<file path="config.mk">
export PLATFORM = sky130hd
export DESIGN_NAME = link_quality_and_tuning_regs
export DESIGN_NICKNAME = d
export VERILOG_FILES = /design/src/core/lq_pkg.sv /design/src/core/delay_tap_decoder.sv /design/src/core/link_quality_and_tuning_regs.sv /design/src/core/quality_classifier.sv
export SDC_FILE = /design/constraint.sdc
export NUM_CORES = 1
export LEC_CHECK = 0
export ABC_AREA = 1
export BUFFER_PORTS_ARGS = -buffer_cell sky130_fd_sc_hd__buf_2
export CORE_ASPECT_RATIO = 1.1
export CORE_MARGIN = 5
export CORE_UTILIZATION = 35
export DETAILED_ROUTE_END_ITERATION = 12
export PLACE_DENSITY = 0.7
export SKIP_LAST_GASP = 1
export SYNTH_ARGS = -nofsm -noshare
export SYNTH_HDL_FRONTEND = slang
export SYNTH_SLANG_ARGS = --single-unit
export TNS_END_PERCENT = 20
</file>
<file path="constraint.sdc">
create_clock -name clk_sys -period 4.85 [get_ports clk_sys]
set_input_delay 0.97 -clock clk_sys [delete_from_list [all_inputs] [get_ports clk_sys]]
set_output_delay 0.97 -clock clk_sys [all_outputs]
set_load 0.02 [all_outputs]
</file>
<file path="src/core/lq_pkg.sv">
// Constants for the link quality and transmitter tuning register bank.
// Assumes a 16-bit register port on the single system clock.
package lq_pkg;

	localparam int ADDR_W = 16;
	localparam int DATA_W = 16;

	// Register offsets
	localparam logic [15:0] OFF_QUALITY = 16'h0198;
	localparam logic [15:0] OFF_TERM = 16'h0400;
	localparam logic [15:0] OFF_SWING = 16'h0401;
	localparam logic [15:0] OFF_DELAY = 16'h0446;

	// Field positions
	localparam int STAT_MSB = 9;
	localparam int STAT_LSB = 8;
	localparam int INDEX_MSB = 7;
	localparam int INDEX_LSB = 0;
	localparam int TERM_MSB = 12;
	localparam int TERM_LSB = 8;
	localparam int SWING_MSB = 3;
	localparam int SWING_LSB = 0;
	localparam int TXD_MSB = 7;
	localparam int TXD_LSB = 4;
	localparam int RXD_MSB = 3;
	localparam int RXD_LSB = 0;

	// Reset values
	localparam logic [4:0] TERM_RST = 5'h10;
	localparam logic [3:0] SWING_RST = 4'ha;
	localparam logic [3:0] TXD_RST = 4'h7;
	localparam logic [3:0] RXD_RST = 4'h7;

	// Quality thresholds on the index
	localparam logic [7:0] EXCELLENT_ABOVE = 8'h46;
	localparam logic [7:0] GOOD_FROM = 8'h28;

	// Swing trim: unity code and percent per code step
	localparam logic signed [6:0] SWING_UNITY = 7'sh08;
	localparam logic signed [6:0] GAIN_STEP_PCT = 7'sh02;

	// Clock path delay: step in picoseconds, tap count
	localparam logic [11:0] DELAY_STEP_PS = 12'h0fa;
	localparam logic [11:0] DELAY_ONE = 12'h001;
	localparam int TAP_COUNT = 16;

	typedef enum logic [1:0]
	{
		LQ_NO_LINK = 2'h0,
		LQ_POOR = 2'h1,
		LQ_GOOD = 2'h2,
		LQ_EXCELLENT = 2'h3
	} link_quality_t;

endpackage : lq_pkg

</file>
<file path="src/core/delay_tap_decoder.sv">
// Turns a four-bit delay code into a one-hot tap select and its delay.
// Assumes the analog delay line has one tap per 250 ps step.
`timescale 1ns/100ps
module delay_tap_decoder
(
	input wire logic clk_sys,
	input wire logic reset,
	input wire logic [3:0] code,
	output logic [15:0] tap_sel,
	output logic [11:0] delay_ps
);

	logic [15:0] tap_ff;
	logic [11:0] delay_ff;
	logic [15:0] nxt_tap;
	logic [11:0] nxt_delay;

	// One tap per code value
	genvar t;
	generate
		for (t = 0; t < lq_pkg::TAP_COUNT; t++)
		begin : g_tap
			assign nxt_tap[t] = (code == 4'(t));
		end
	endgenerate

	// Delay is code plus one steps
	assign nxt_delay = 12'(({8'h00, code} + lq_pkg::DELAY_ONE)
		* lq_pkg::DELAY_STEP_PS);

	always_ff @(posedge clk_sys)
	begin
		if (reset)
		begin
			tap_ff <= 16'h0000;
			delay_ff <= 12'h000;
		end
		else
		begin
			tap_ff <= nxt_tap;
			delay_ff <= nxt_delay;
		end
	end

	assign tap_sel = tap_ff;
	assign delay_ps = delay_ff;

endmodule : delay_tap_decoder

</file>
<file path="src/core/link_quality_and_tuning_regs.sv">
// Register bank: link quality report, line driver tuning, clock delays.
// Assumes a one-cycle register port on clk_sys and same-clock inputs
// from the receiver for link state and the measured quality index.
`timescale 1ns/100ps
module link_quality_and_tuning_regs
(
	input wire logic clk_sys,
	input wire logic reset,
	input wire logic [15:0] reg_addr,
	input wire logic [15:0] reg_wdata,
	input wire logic reg_wr,
	input wire logic reg_rd,
	output logic [15:0] reg_rdata,
	output logic reg_miss,
	input wire logic link_up,
	input wire logic [7:0] quality_index_in,
	output logic [1:0] link_quality,
	output logic [7:0] quality_index_value,
	output logic [4:0] termination_sel,
	output logic [3:0] swing_sel,
	output logic signed [6:0] swing_gain_pct,
	output logic [15:0] tx_delay_tap,
	output logic [11:0] tx_delay_ps,
	output logic [15:0] rx_delay_tap,
	output logic [11:0] rx_delay_ps
);

	// Address match, used by every register
	function automatic logic hit
	(
		input logic [15:0] addr,
		input logic [15:0] offset
	);
		hit = (addr == offset);
	endfunction : hit

	// Stored fields
	logic [4:0] term_ff;
	logic [3:0] swing_ff;
	logic [3:0] txd_ff;
	logic [3:0] rxd_ff;
	logic [15:0] rdata_ff;
	logic miss_ff;
	logic signed [6:0] gain_ff;

	// Next values
	logic [4:0] nxt_term;
	logic [3:0] nxt_swing;
	logic [3:0] nxt_txd;
	logic [3:0] nxt_rxd;
	logic [15:0] nxt_rdata;
	logic nxt_miss;
	logic signed [6:0] nxt_gain;

	// Decode
	wire sel_quality;
	wire sel_term;
	wire sel_swing;
	wire sel_delay;
	wire sel_any;
	wire wr_term;
	wire wr_swing;
	wire wr_delay;

	// Classifier outputs
	lq_pkg::link_quality_t cls_status;
	logic [7:0] cls_index;

	// Read images of each register
	wire [15:0] img_quality;
	wire [15:0] img_term;
	wire [15:0] img_swing;
	wire [15:0] img_delay;
	wire [15:0] read_mux;

	// Swing arithmetic
	wire signed [6:0] swing_steps;
	wire signed [6:0] gain_rst;

	// Field slices of the write data
	wire [4:0] wdata_term;
	wire [3:0] wdata_swing;
	wire [3:0] wdata_txd;
	wire [3:0] wdata_rxd;

	assign sel_quality = hit(reg_addr, lq_pkg::OFF_QUALITY);
	assign sel_term = hit(reg_addr, lq_pkg::OFF_TERM);
	assign sel_swing = hit(reg_addr, lq_pkg::OFF_SWING);
	assign sel_delay = hit(reg_addr, lq_pkg::OFF_DELAY);
	assign sel_any = sel_quality | sel_term | sel_swing | sel_delay;

	// The quality report takes no write
	assign wr_term = reg_wr & sel_term;
	assign wr_swing = reg_wr & sel_swing;
	assign wr_delay = reg_wr & sel_delay;

	// Only the documented fields are taken from a write
	assign wdata_term = reg_wdata[lq_pkg::TERM_MSB:lq_pkg::TERM_LSB];
	assign wdata_swing = reg_wdata[lq_pkg::SWING_MSB:lq_pkg::SWING_LSB];
	assign wdata_txd = reg_wdata[lq_pkg::TXD_MSB:lq_pkg::TXD_LSB];
	assign wdata_rxd = reg_wdata[lq_pkg::RXD_MSB:lq_pkg::RXD_LSB];

	assign nxt_term = wr_term
		? wdata_term
		: term_ff;
	assign nxt_swing = wr_swing
		? wdata_swing
		: swing_ff;
	assign nxt_txd = wr_delay
		? wdata_txd
		: txd_ff;
	assign nxt_rxd = wr_delay
		? wdata_rxd
		: rxd_ff;

	// Gain change in percent relative to the unity code
	assign swing_steps = $signed({3'h0, nxt_swing}) - lq_pkg::SWING_UNITY;
	assign nxt_gain = 7'(swing_steps * lq_pkg::GAIN_STEP_PCT);

	// Reset gain follows from the reset swing code
	assign gain_rst = 7'(($signed({3'h0, lq_pkg::SWING_RST})
		- lq_pkg::SWING_UNITY) * lq_pkg::GAIN_STEP_PCT);

	// Status and index from one snapshot
	quality_classifier u_classifier
	(
		.clk_sys(clk_sys),
		.reset(reset),
		.link_up(link_up),
		.index_in(quality_index_in),
		.status(cls_status),
		.index_out(cls_index)
	);

	// Transmit clock path delay taps
	delay_tap_decoder u_tx_delay
	(
		.clk_sys(clk_sys),
		.reset(reset),
		.code(txd_ff),
		.tap_sel(tx_delay_tap),
		.delay_ps(tx_delay_ps)
	);

	// Receive clock path delay taps
	delay_tap_decoder u_rx_delay
	(
		.clk_sys(clk_sys),
		.reset(reset),
		.code(rxd_ff),
		.tap_sel(rx_delay_tap),
		.delay_ps(rx_delay_ps)
	);

	// Read images with reserved bits at zero
	assign img_quality = {6'h00, cls_status, cls_index};
	assign img_term = {3'h0, term_ff, 8'h00};
	assign img_swing = {12'h000, swing_ff};
	assign img_delay = {8'h00, txd_ff, rxd_ff};

	assign read_mux = sel_quality ? img_quality
		: sel_term ? img_term
		: sel_swing ? img_swing
		: sel_delay ? img_delay
		: 16'h0000;

	// Read data stand for one cycle only
	assign nxt_rdata = reg_rd ? read_mux : 16'h0000;

	// Flag an access to an address with no register
	assign nxt_miss = (reg_rd | reg_wr) & ~sel_any;

	always_ff @(posedge clk_sys)
	begin
		if (reset)
		begin
			term_ff <= lq_pkg::TERM_RST;
		end
		else
		begin
			term_ff <= nxt_term;
		end
	end

	always_ff @(posedge clk_sys)
	begin
		if (reset)
		begin
			swing_ff <= lq_pkg::SWING_RST;
		end
		else
		begin
			swing_ff <= nxt_swing;
		end
	end

	always_ff @(posedge clk_sys)
	begin
		if (reset)
		begin
			txd_ff <= lq_pkg::TXD_RST;
		end
		else
		begin
			txd_ff <= nxt_txd;
		end
	end

	always_ff @(posedge clk_sys)
	begin
		if (reset)
		begin
			rxd_ff <= lq_pkg::RXD_RST;
		end
		else
		begin
			rxd_ff <= nxt_rxd;
		end
	end

	always_ff @(posedge clk_sys)
	begin
		if (reset)
		begin
			gain_ff <= gain_rst;
		end
		else
		begin
			gain_ff <= nxt_gain;
		end
	end

	always_ff @(posedge clk_sys)
	begin
		if (reset)
		begin
			rdata_ff <= 16'h0000;
		end
		else
		begin
			rdata_ff <= nxt_rdata;
		end
	end

	always_ff @(posedge clk_sys)
	begin
		if (reset)
		begin
			miss_ff <= 1'b0;
		end
		else
		begin
			miss_ff <= nxt_miss;
		end
	end

	assign reg_rdata = rdata_ff;
	assign reg_miss = miss_ff;
	assign link_quality = cls_status;
	assign quality_index_value = cls_index;
	assign termination_sel = term_ff;
	assign swing_sel = swing_ff;
	assign swing_gain_pct = gain_ff;

endmodule : link_quality_and_tuning_regs

</file>
<file path="src/core/quality_classifier.sv">
// Classifies the measured quality index into a link quality status.
// Assumes link state and index come from logic on the same clock.
`timescale 1ns/100ps
module quality_classifier
(
	input wire logic clk_sys,
	input wire logic reset,
	input wire logic link_up,
	input wire logic [7:0] index_in,
	output lq_pkg::link_quality_t status,
	output logic [7:0] index_out
);

	function automatic lq_pkg::link_quality_t classify
	(
		input logic up,
		input logic [7:0] idx
	);
		if (!up)
			classify = lq_pkg::LQ_NO_LINK;
		else if (idx > lq_pkg::EXCELLENT_ABOVE)
			classify = lq_pkg::LQ_EXCELLENT;
		else if (idx >= lq_pkg::GOOD_FROM)
			classify = lq_pkg::LQ_GOOD;
		else
			classify = lq_pkg::LQ_POOR;
	endfunction : classify

	lq_pkg::link_quality_t status_ff;
	logic [7:0] index_ff;
	lq_pkg::link_quality_t nxt_status;

	// Status and index captured together so they never disagree
	assign nxt_status = classify(link_up, index_in);

	always_ff @(posedge clk_sys)
	begin
		if (reset)
		begin
			status_ff <= lq_pkg::LQ_NO_LINK;
			index_ff <= 8'h00;
		end
		else
		begin
			status_ff <= nxt_status;
			index_ff <= index_in;
		end
	end

	assign status = status_ff;
	assign index_out = index_ff;

endmodule : quality_classifier

</file>
After elaboration in Yosys (flattened, before gate mapping)
Index checks and enable logic that the tools add are counted.
{ "classes": {"addsub": 3, "multipliers": 2, "div": 0, "order_cmp": 2, "n_eq_ne": 34, "n_shift": 0, "mux": 7, "n_bitwise": 11, "reduce_logical": 6} }
{ "op_table": {"columns": ["cell", "count"], "rows": [
  ["4-bit == test (second input constant)", 16],
  ["16-bit by 11-bit == test with 1-bit output (second input constant)", 3],
  ["4-bit by 3-bit == test with 1-bit output (second input constant)", 8],
  ["12-bit by 7-bit multiplier with 11-bit output (second input constant)", 2],
  ["16-bit by 9-bit == test with 1-bit output (second input constant)", 1],
  ["4-bit by 2-bit == test with 1-bit output (second input constant)", 4],
  ["8-bit 2-to-1 mux", 2],
  ["13-bit 2-to-1 mux", 1],
  ["4-bit by 1-bit adder with 5-bit output (second input constant)", 2],
  ["10-bit 2-to-1 mux", 1],
  ["4-bit by 1-bit == test with 1-bit output (second input constant)", 2],
  ["8-bit by 6-bit >= comparator with 1-bit output (second input constant)", 1],
  ["8-bit by 7-bit > comparator with 1-bit output (second input constant)", 1],
  ["4-bit logical NOT", 2],
  ["5-bit OR reduction", 1],
  ["4-bit by 4-bit subtractor with 5-bit output (second input constant)", 1],
  ["1-bit bitwise AND", 4],
  ["2-bit 2-to-1 mux", 2],
  ["4-bit 2-to-1 mux", 1],
  ["1-bit OR", 4],
  ["2-bit OR reduction", 2],
  ["1-bit NOT", 3],
  ["3-bit OR reduction", 1]
]} }
{ "word_totals": {"ff_bits": 107, "latchBits": 0, "ramBits": 0, "rom_bits": 0, "in_bits": 45, "output_inout_bits": 99, "elab_cells": 83, "memories": 0} }

Depth between registers and ports, before layout
{ "logic_depth": {"word_depth": 6, "ltp_mapped": 18} }

Hierarchy
A second synthesis with hierarchy kept.
{ "unflattened": {"hier_cells": 634, "hier_area_um2": 5054.8} }
{ "modules_own_cells": {"columns": ["mod", "instances", "cells_each", "area_each_um2", "seq_area_each_um2"], "rows": [
  ["delay_tap_decoder at u_rx_delay", 1, 194, 1589.0, 540.5],
  ["delay_tap_decoder at u_tx_delay", 1, 194, 1581.5, 540.5],
  ["link_quality_and_tuning_regs", 1, 203, 1539.0, 640.6],
  ["quality_classifier", 1, 43, 345.3, 200.2]
]} }

Worst setup path before layout
No wires, ideal clock.
{ "synth_timing": {"path_type": "reg-to-reg", "start": "register txd_ff[0]", "end": "register u_tx_delay.delay_ff[10] (netlist: u_tx_delay.delay_ps[10])", "setup_time_ps": 113, "arrival_ps": 3654, "path_slack_ps": 1083, "stages_incl_launch_ff": 17, "period_less_slack_ps": 3767, "path_cell_list": "dfxtp_1 -> clkbuf_1 -> nand3_1 -> nand2_1 -> o21a_1 -> inv_1 -> fa_1 -> fa_1 -> fa_1 -> inv_1 -> ha_1 -> a21oi_1 -> or2_2 -> nand3_1 -> nand2_1 -> nand2_1 -> nor2_1"} }
{ "synth_between": {"elab_chain_cells": 2} }
{ "synth_rtl": {"columns": ["element", "line_no", "source"], "rows": [
  ["from (decl)", "link_quality_and_tuning_regs.sv:40", "logic [3:0] txd_ff;"],
  ["from (signal assigned)", "link_quality_and_tuning_regs.sv:201", "txd_ff <= lq_pkg::TXD_RST;"],
  ["from (signal assigned)", "link_quality_and_tuning_regs.sv:205", "txd_ff <= nxt_txd;"],
  ["4-bit by 1-bit adder with 5-bit output", "delay_tap_decoder.sv:28", "assign nxt_delay = 12'(({8'h00, code} + lq_pkg::DELAY_ONE)"],
  ["12-bit by 7-bit multiplier with 11-bit output", "delay_tap_decoder.sv:29", "* lq_pkg::DELAY_STEP_PS);"],
  ["to (signal assigned)", "delay_tap_decoder.sv:41", "delay_ff <= nxt_delay;"],
  ["to (decl)", "delay_tap_decoder.sv:14", "logic [11:0] delay_ff;"]
]} }
No other way between the ends.
A chain may end at the register's enable or synchronous reset.

Final worst setup path
Same ends and word-level chain as after synthesis.

==> results.sh <==
export IMPL_postPlaceCellArea_um2=5680
export IMPL_clkTransAtPathRegs_ns=0.07
export IMPL_grt_use_met2=0.244
export IMPL_yosys_area_top_type="dfxtp_1"
export IMPL_synth_cell_types=29
export IMPL_slowest_delay_ns=0.73
export IMPL_ant_nets=0
export IMPL_die_h_um=134
export IMPL_synth_area_leaders="dfxtp_1 (39%), ha_1 (11%), nand2_1 (9.0%)"
export IMPL_cp_max_fo=14
export IMPL_p_leak_nw=3.36
export IMPL_nFillCells=1434
export IMPL_stdcell_count=941
export IMPL_cpMaxStageDelayCell="dfxtp_1"
export IMPL_fin_crit_sh=0.837
export IMPL_yosys_warnings=0
export IMPL_fp_dieW_um=123
export IMPL_layout_drive_gt1_share=0.214
export IMPL_vias=4149
export IMPL_ys_ff_latch=96
export IMPL_grt_usage=0.149
export IMPL_place_inst=926
export IMPL_finalNetCount=857
export IMPL_io_pins=144
export IMPL_power_density_nw_per_um2=269
export IMPL_tritoncts="yes"
export IMPL_cts_setup_buffers=0
export IMPL_ys_flop_type="dfxtp_1"
export IMPL_drcViolationCount=0
export IMPL_grt_pass1_vias=3886
export IMPL_cp_cell_sequence="ha_1, inv_1, nor2_1, fa_1, fa_1, fa_1, inv_1, ha_1, a21oi_1, or2_2, nand3_1, nand2_1, nand2_1, nor2_1"
export IMPL_grt_pass1_wl_mm=19.1
export IMPL_postCtsHoldBufs=0
export IMPL_overflow=0
export IMPL_skew_ns=0.00539
export IMPL_wl_per_cell_um=12.6
export IMPL_ctsLongestPathBuffers=2
export IMPL_required_ns=5.09
export IMPL_syn_cell_area_um2=4890
export IMPL_grt_most_used_layer="met2"
export IMPL_finalSetupTns_ns=0
export IMPL_via_per_inst=4.41
export IMPL_drv_slew=0
export IMPL_crit_path_frequent_cell="fa_1"
export IMPL_dp_hpwl_mm=9.45
export IMPL_place_gp_congestion=0.847
export IMPL_coreArea_um2=13700
export IMPL_grt_max_degree=27
export IMPL_cts_sinks=96
export IMPL_tightest_slew_ns=0.773
export IMPL_seq_area_frac_synth=0.393
export IMPL_htree_levels=3
export IMPL_layout_min_cycle_time_ns=4.06
export IMPL_fin_area_um2=5970
export IMPL_wl_mm=11.8
export IMPL_hold_class="flop to flop"
export IMPL_cap_violations=0
export IMPL_critPathArrivalTime_ns=4.29
export IMPL_rows=45
export IMPL_rsz0062_at_grt="false"
export IMPL_critical_path_class="flop to flop"
export IMPL_portBuffers=134
export IMPL_avgSynthCellArea_um2=7.90
export IMPL_synth_top_cell_area_share=0.393
export IMPL_setup_violations=0
export IMPL_drt_first_iter_violations=250
export IMPL_synth_edff_count=0
export IMPL_netlist_instances=619
export IMPL_use_met1=0.188
export IMPL_critPathTopFamily="adder cells"
export IMPL_relSlewSlack=0.484
export IMPL_hold_violations=0
export IMPL_total_power_mw=1.60
export IMPL_start_util=0.356
export IMPL_clk_latency_ns=0.34
export IMPL_cp_end_kind="flop"
export IMPL_antenna_found_initial=0
export IMPL_start_kind="flop"
export IMPL_ir_drop_uv=124
export IMPL_numCtsBuffers=9
export IMPL_clock_root_buffer="clkbuf_16"
export IMPL_async_flop_share=0
export IMPL_n_antenna_cell=0
export IMPL_worst_path_buf_inv=2
export IMPL_syn_to_final_growth_pct=22.1
export IMPL_max_freq_ghz=0.246
export IMPL_status="complete, no violations"
export IMPL_post_cts_resize_count=0
export IMPL_drtPass1Iterations=4
export IMPL_grt_use_met3=0.0346
export IMPL_die_area_um2=16400
-- flip-flops by register name (all words and copies together), names as in the netlist, 2 cells and up --
| name | count |
|---|---|
| u_rx_delay.tap_sel | 16 |
| u_tx_delay.tap_sel | 16 |
| reg_rdata | 13 |
| u_rx_delay.delay_ps | 11 |
| u_tx_delay.delay_ps | 11 |
| u_classifier.index_out | 8 |
| termination_sel | 5 |
| rxd_ff | 4 |
| swing_sel | 4 |
| txd_ff | 4 |
| u_classifier.status | 2 |
-- cell type report --
class / instances / area (µm²) / share of cell area
clock inverters: 3 / 42.5 / 0.00713
inverters: 104 / 390 / 0.0654
multi-input cells: 403 / 2450 / 0.411
repair buffers: 135 / 678 / 0.114
flip-flops and latches: 96 / 1920 / 0.322
clock buffers: 12 / 246 / 0.0413
well taps: 188 / 235 / 0.0394
-- cells in the mapped netlist (3+ instances only) --
| cell type | count |
|---|---|
| nand4_1 | 13 |
| fa_1 | 20 |
| dfxtp_1 | 96 |
| nor2_1 | 107 |
| a21oi_1 | 23 |
| buf_4 | 12 |
| nand2_1 | 117 |
| nor2_4 | 4 |
| o21ai_0 | 12 |
| nor2_2 | 3 |
| buf_2 | 3 |
| nand3_1 | 35 |
| ha_1 | 43 |
| inv_1 | 104 |
-- power breakdown --
group	internal, mW	switching (mW)
clock network	0.410	0.289
registers	0.800	0.00467
logic	0.0328	0.0658
-- worst min-delay path: stages (launching register included) --
cell     delay [ns]
dfxtp_1        0.31
inv_1          0.06
nor2_1         0.04
-- metrics by stage --
step	utilization	hold WS [ns]	worst slack [ns]
after floorplan	-	0.500	1.08
after global placement	0.413	0.442	0.872
after detailed placement	0.413	0.442	0.777
after CTS	0.434	0.453	0.761
after global routing	0.434	0.473	0.455
final	0.434	0.452	0.793
-- per-layer routing --
| metal | wire length, µm | vias up |
|---|---|---|
| met4 | 278 | 0 |
| li1 | - | 2134 |
| met3 | 633 | 17 |
| met5 | 0 | - |
| met1 | 5210 | 1905 |
| met2 | 5690 | 93 |
-- worst paths after layout --
path,startpoint,end,slack [ns],cells past startpoint
setup reg to reg,txd_ff[0]$_SDFFE_PP1P_,u_tx_delay.delay_ps[10]$_SDFF_PP0_,0.79,14
hold reg to reg,termination_sel[3]$_SDFFE_PP0P_,reg_rdata[11]$_SDFF_PP0_,0.45,2
hold / removal,termination_sel[3]$_SDFFE_PP0P_,reg_rdata[11]$_SDFF_PP0_,0.45,2
setup / recovery,txd_ff[0]$_SDFFE_PP1P_,u_tx_delay.delay_ps[10]$_SDFF_PP0_,0.79,14
-- layout by cell type (no fill, tap or decap), types with 7 or more instances in the layout --
master / count
a21oi_1: 23
buf_2: 134
clkbuf_16: 9
conb_1: 7
dfxtp_1: 96
fa_1: 20
ha_1: 43
inv_1: 104
nand2_1: 117
nand3_1: 35
nand4_1: 13
nor2_1: 107
o21ai_0: 12
-- kinds of logic (layout without fill, tap and decap cells) --
| group | after synthesis | in the layout | synth area share |
|---|---|---|---|
| compound gates | 42 | 42 | 0.0455 |
| other cells | 2 | 7 | 0.00154 |
| simple gates | 287 | 287 | 0.252 |
| flops | 96 | 96 | 0.393 |
| fa+ha+maj | 63 | 63 | 0.192 |
| xor+xnor | 4 | 4 | 0.00717 |
| buf+inv | 125 | 254 | 0.109 |
(Power assumes the default switching activity.)
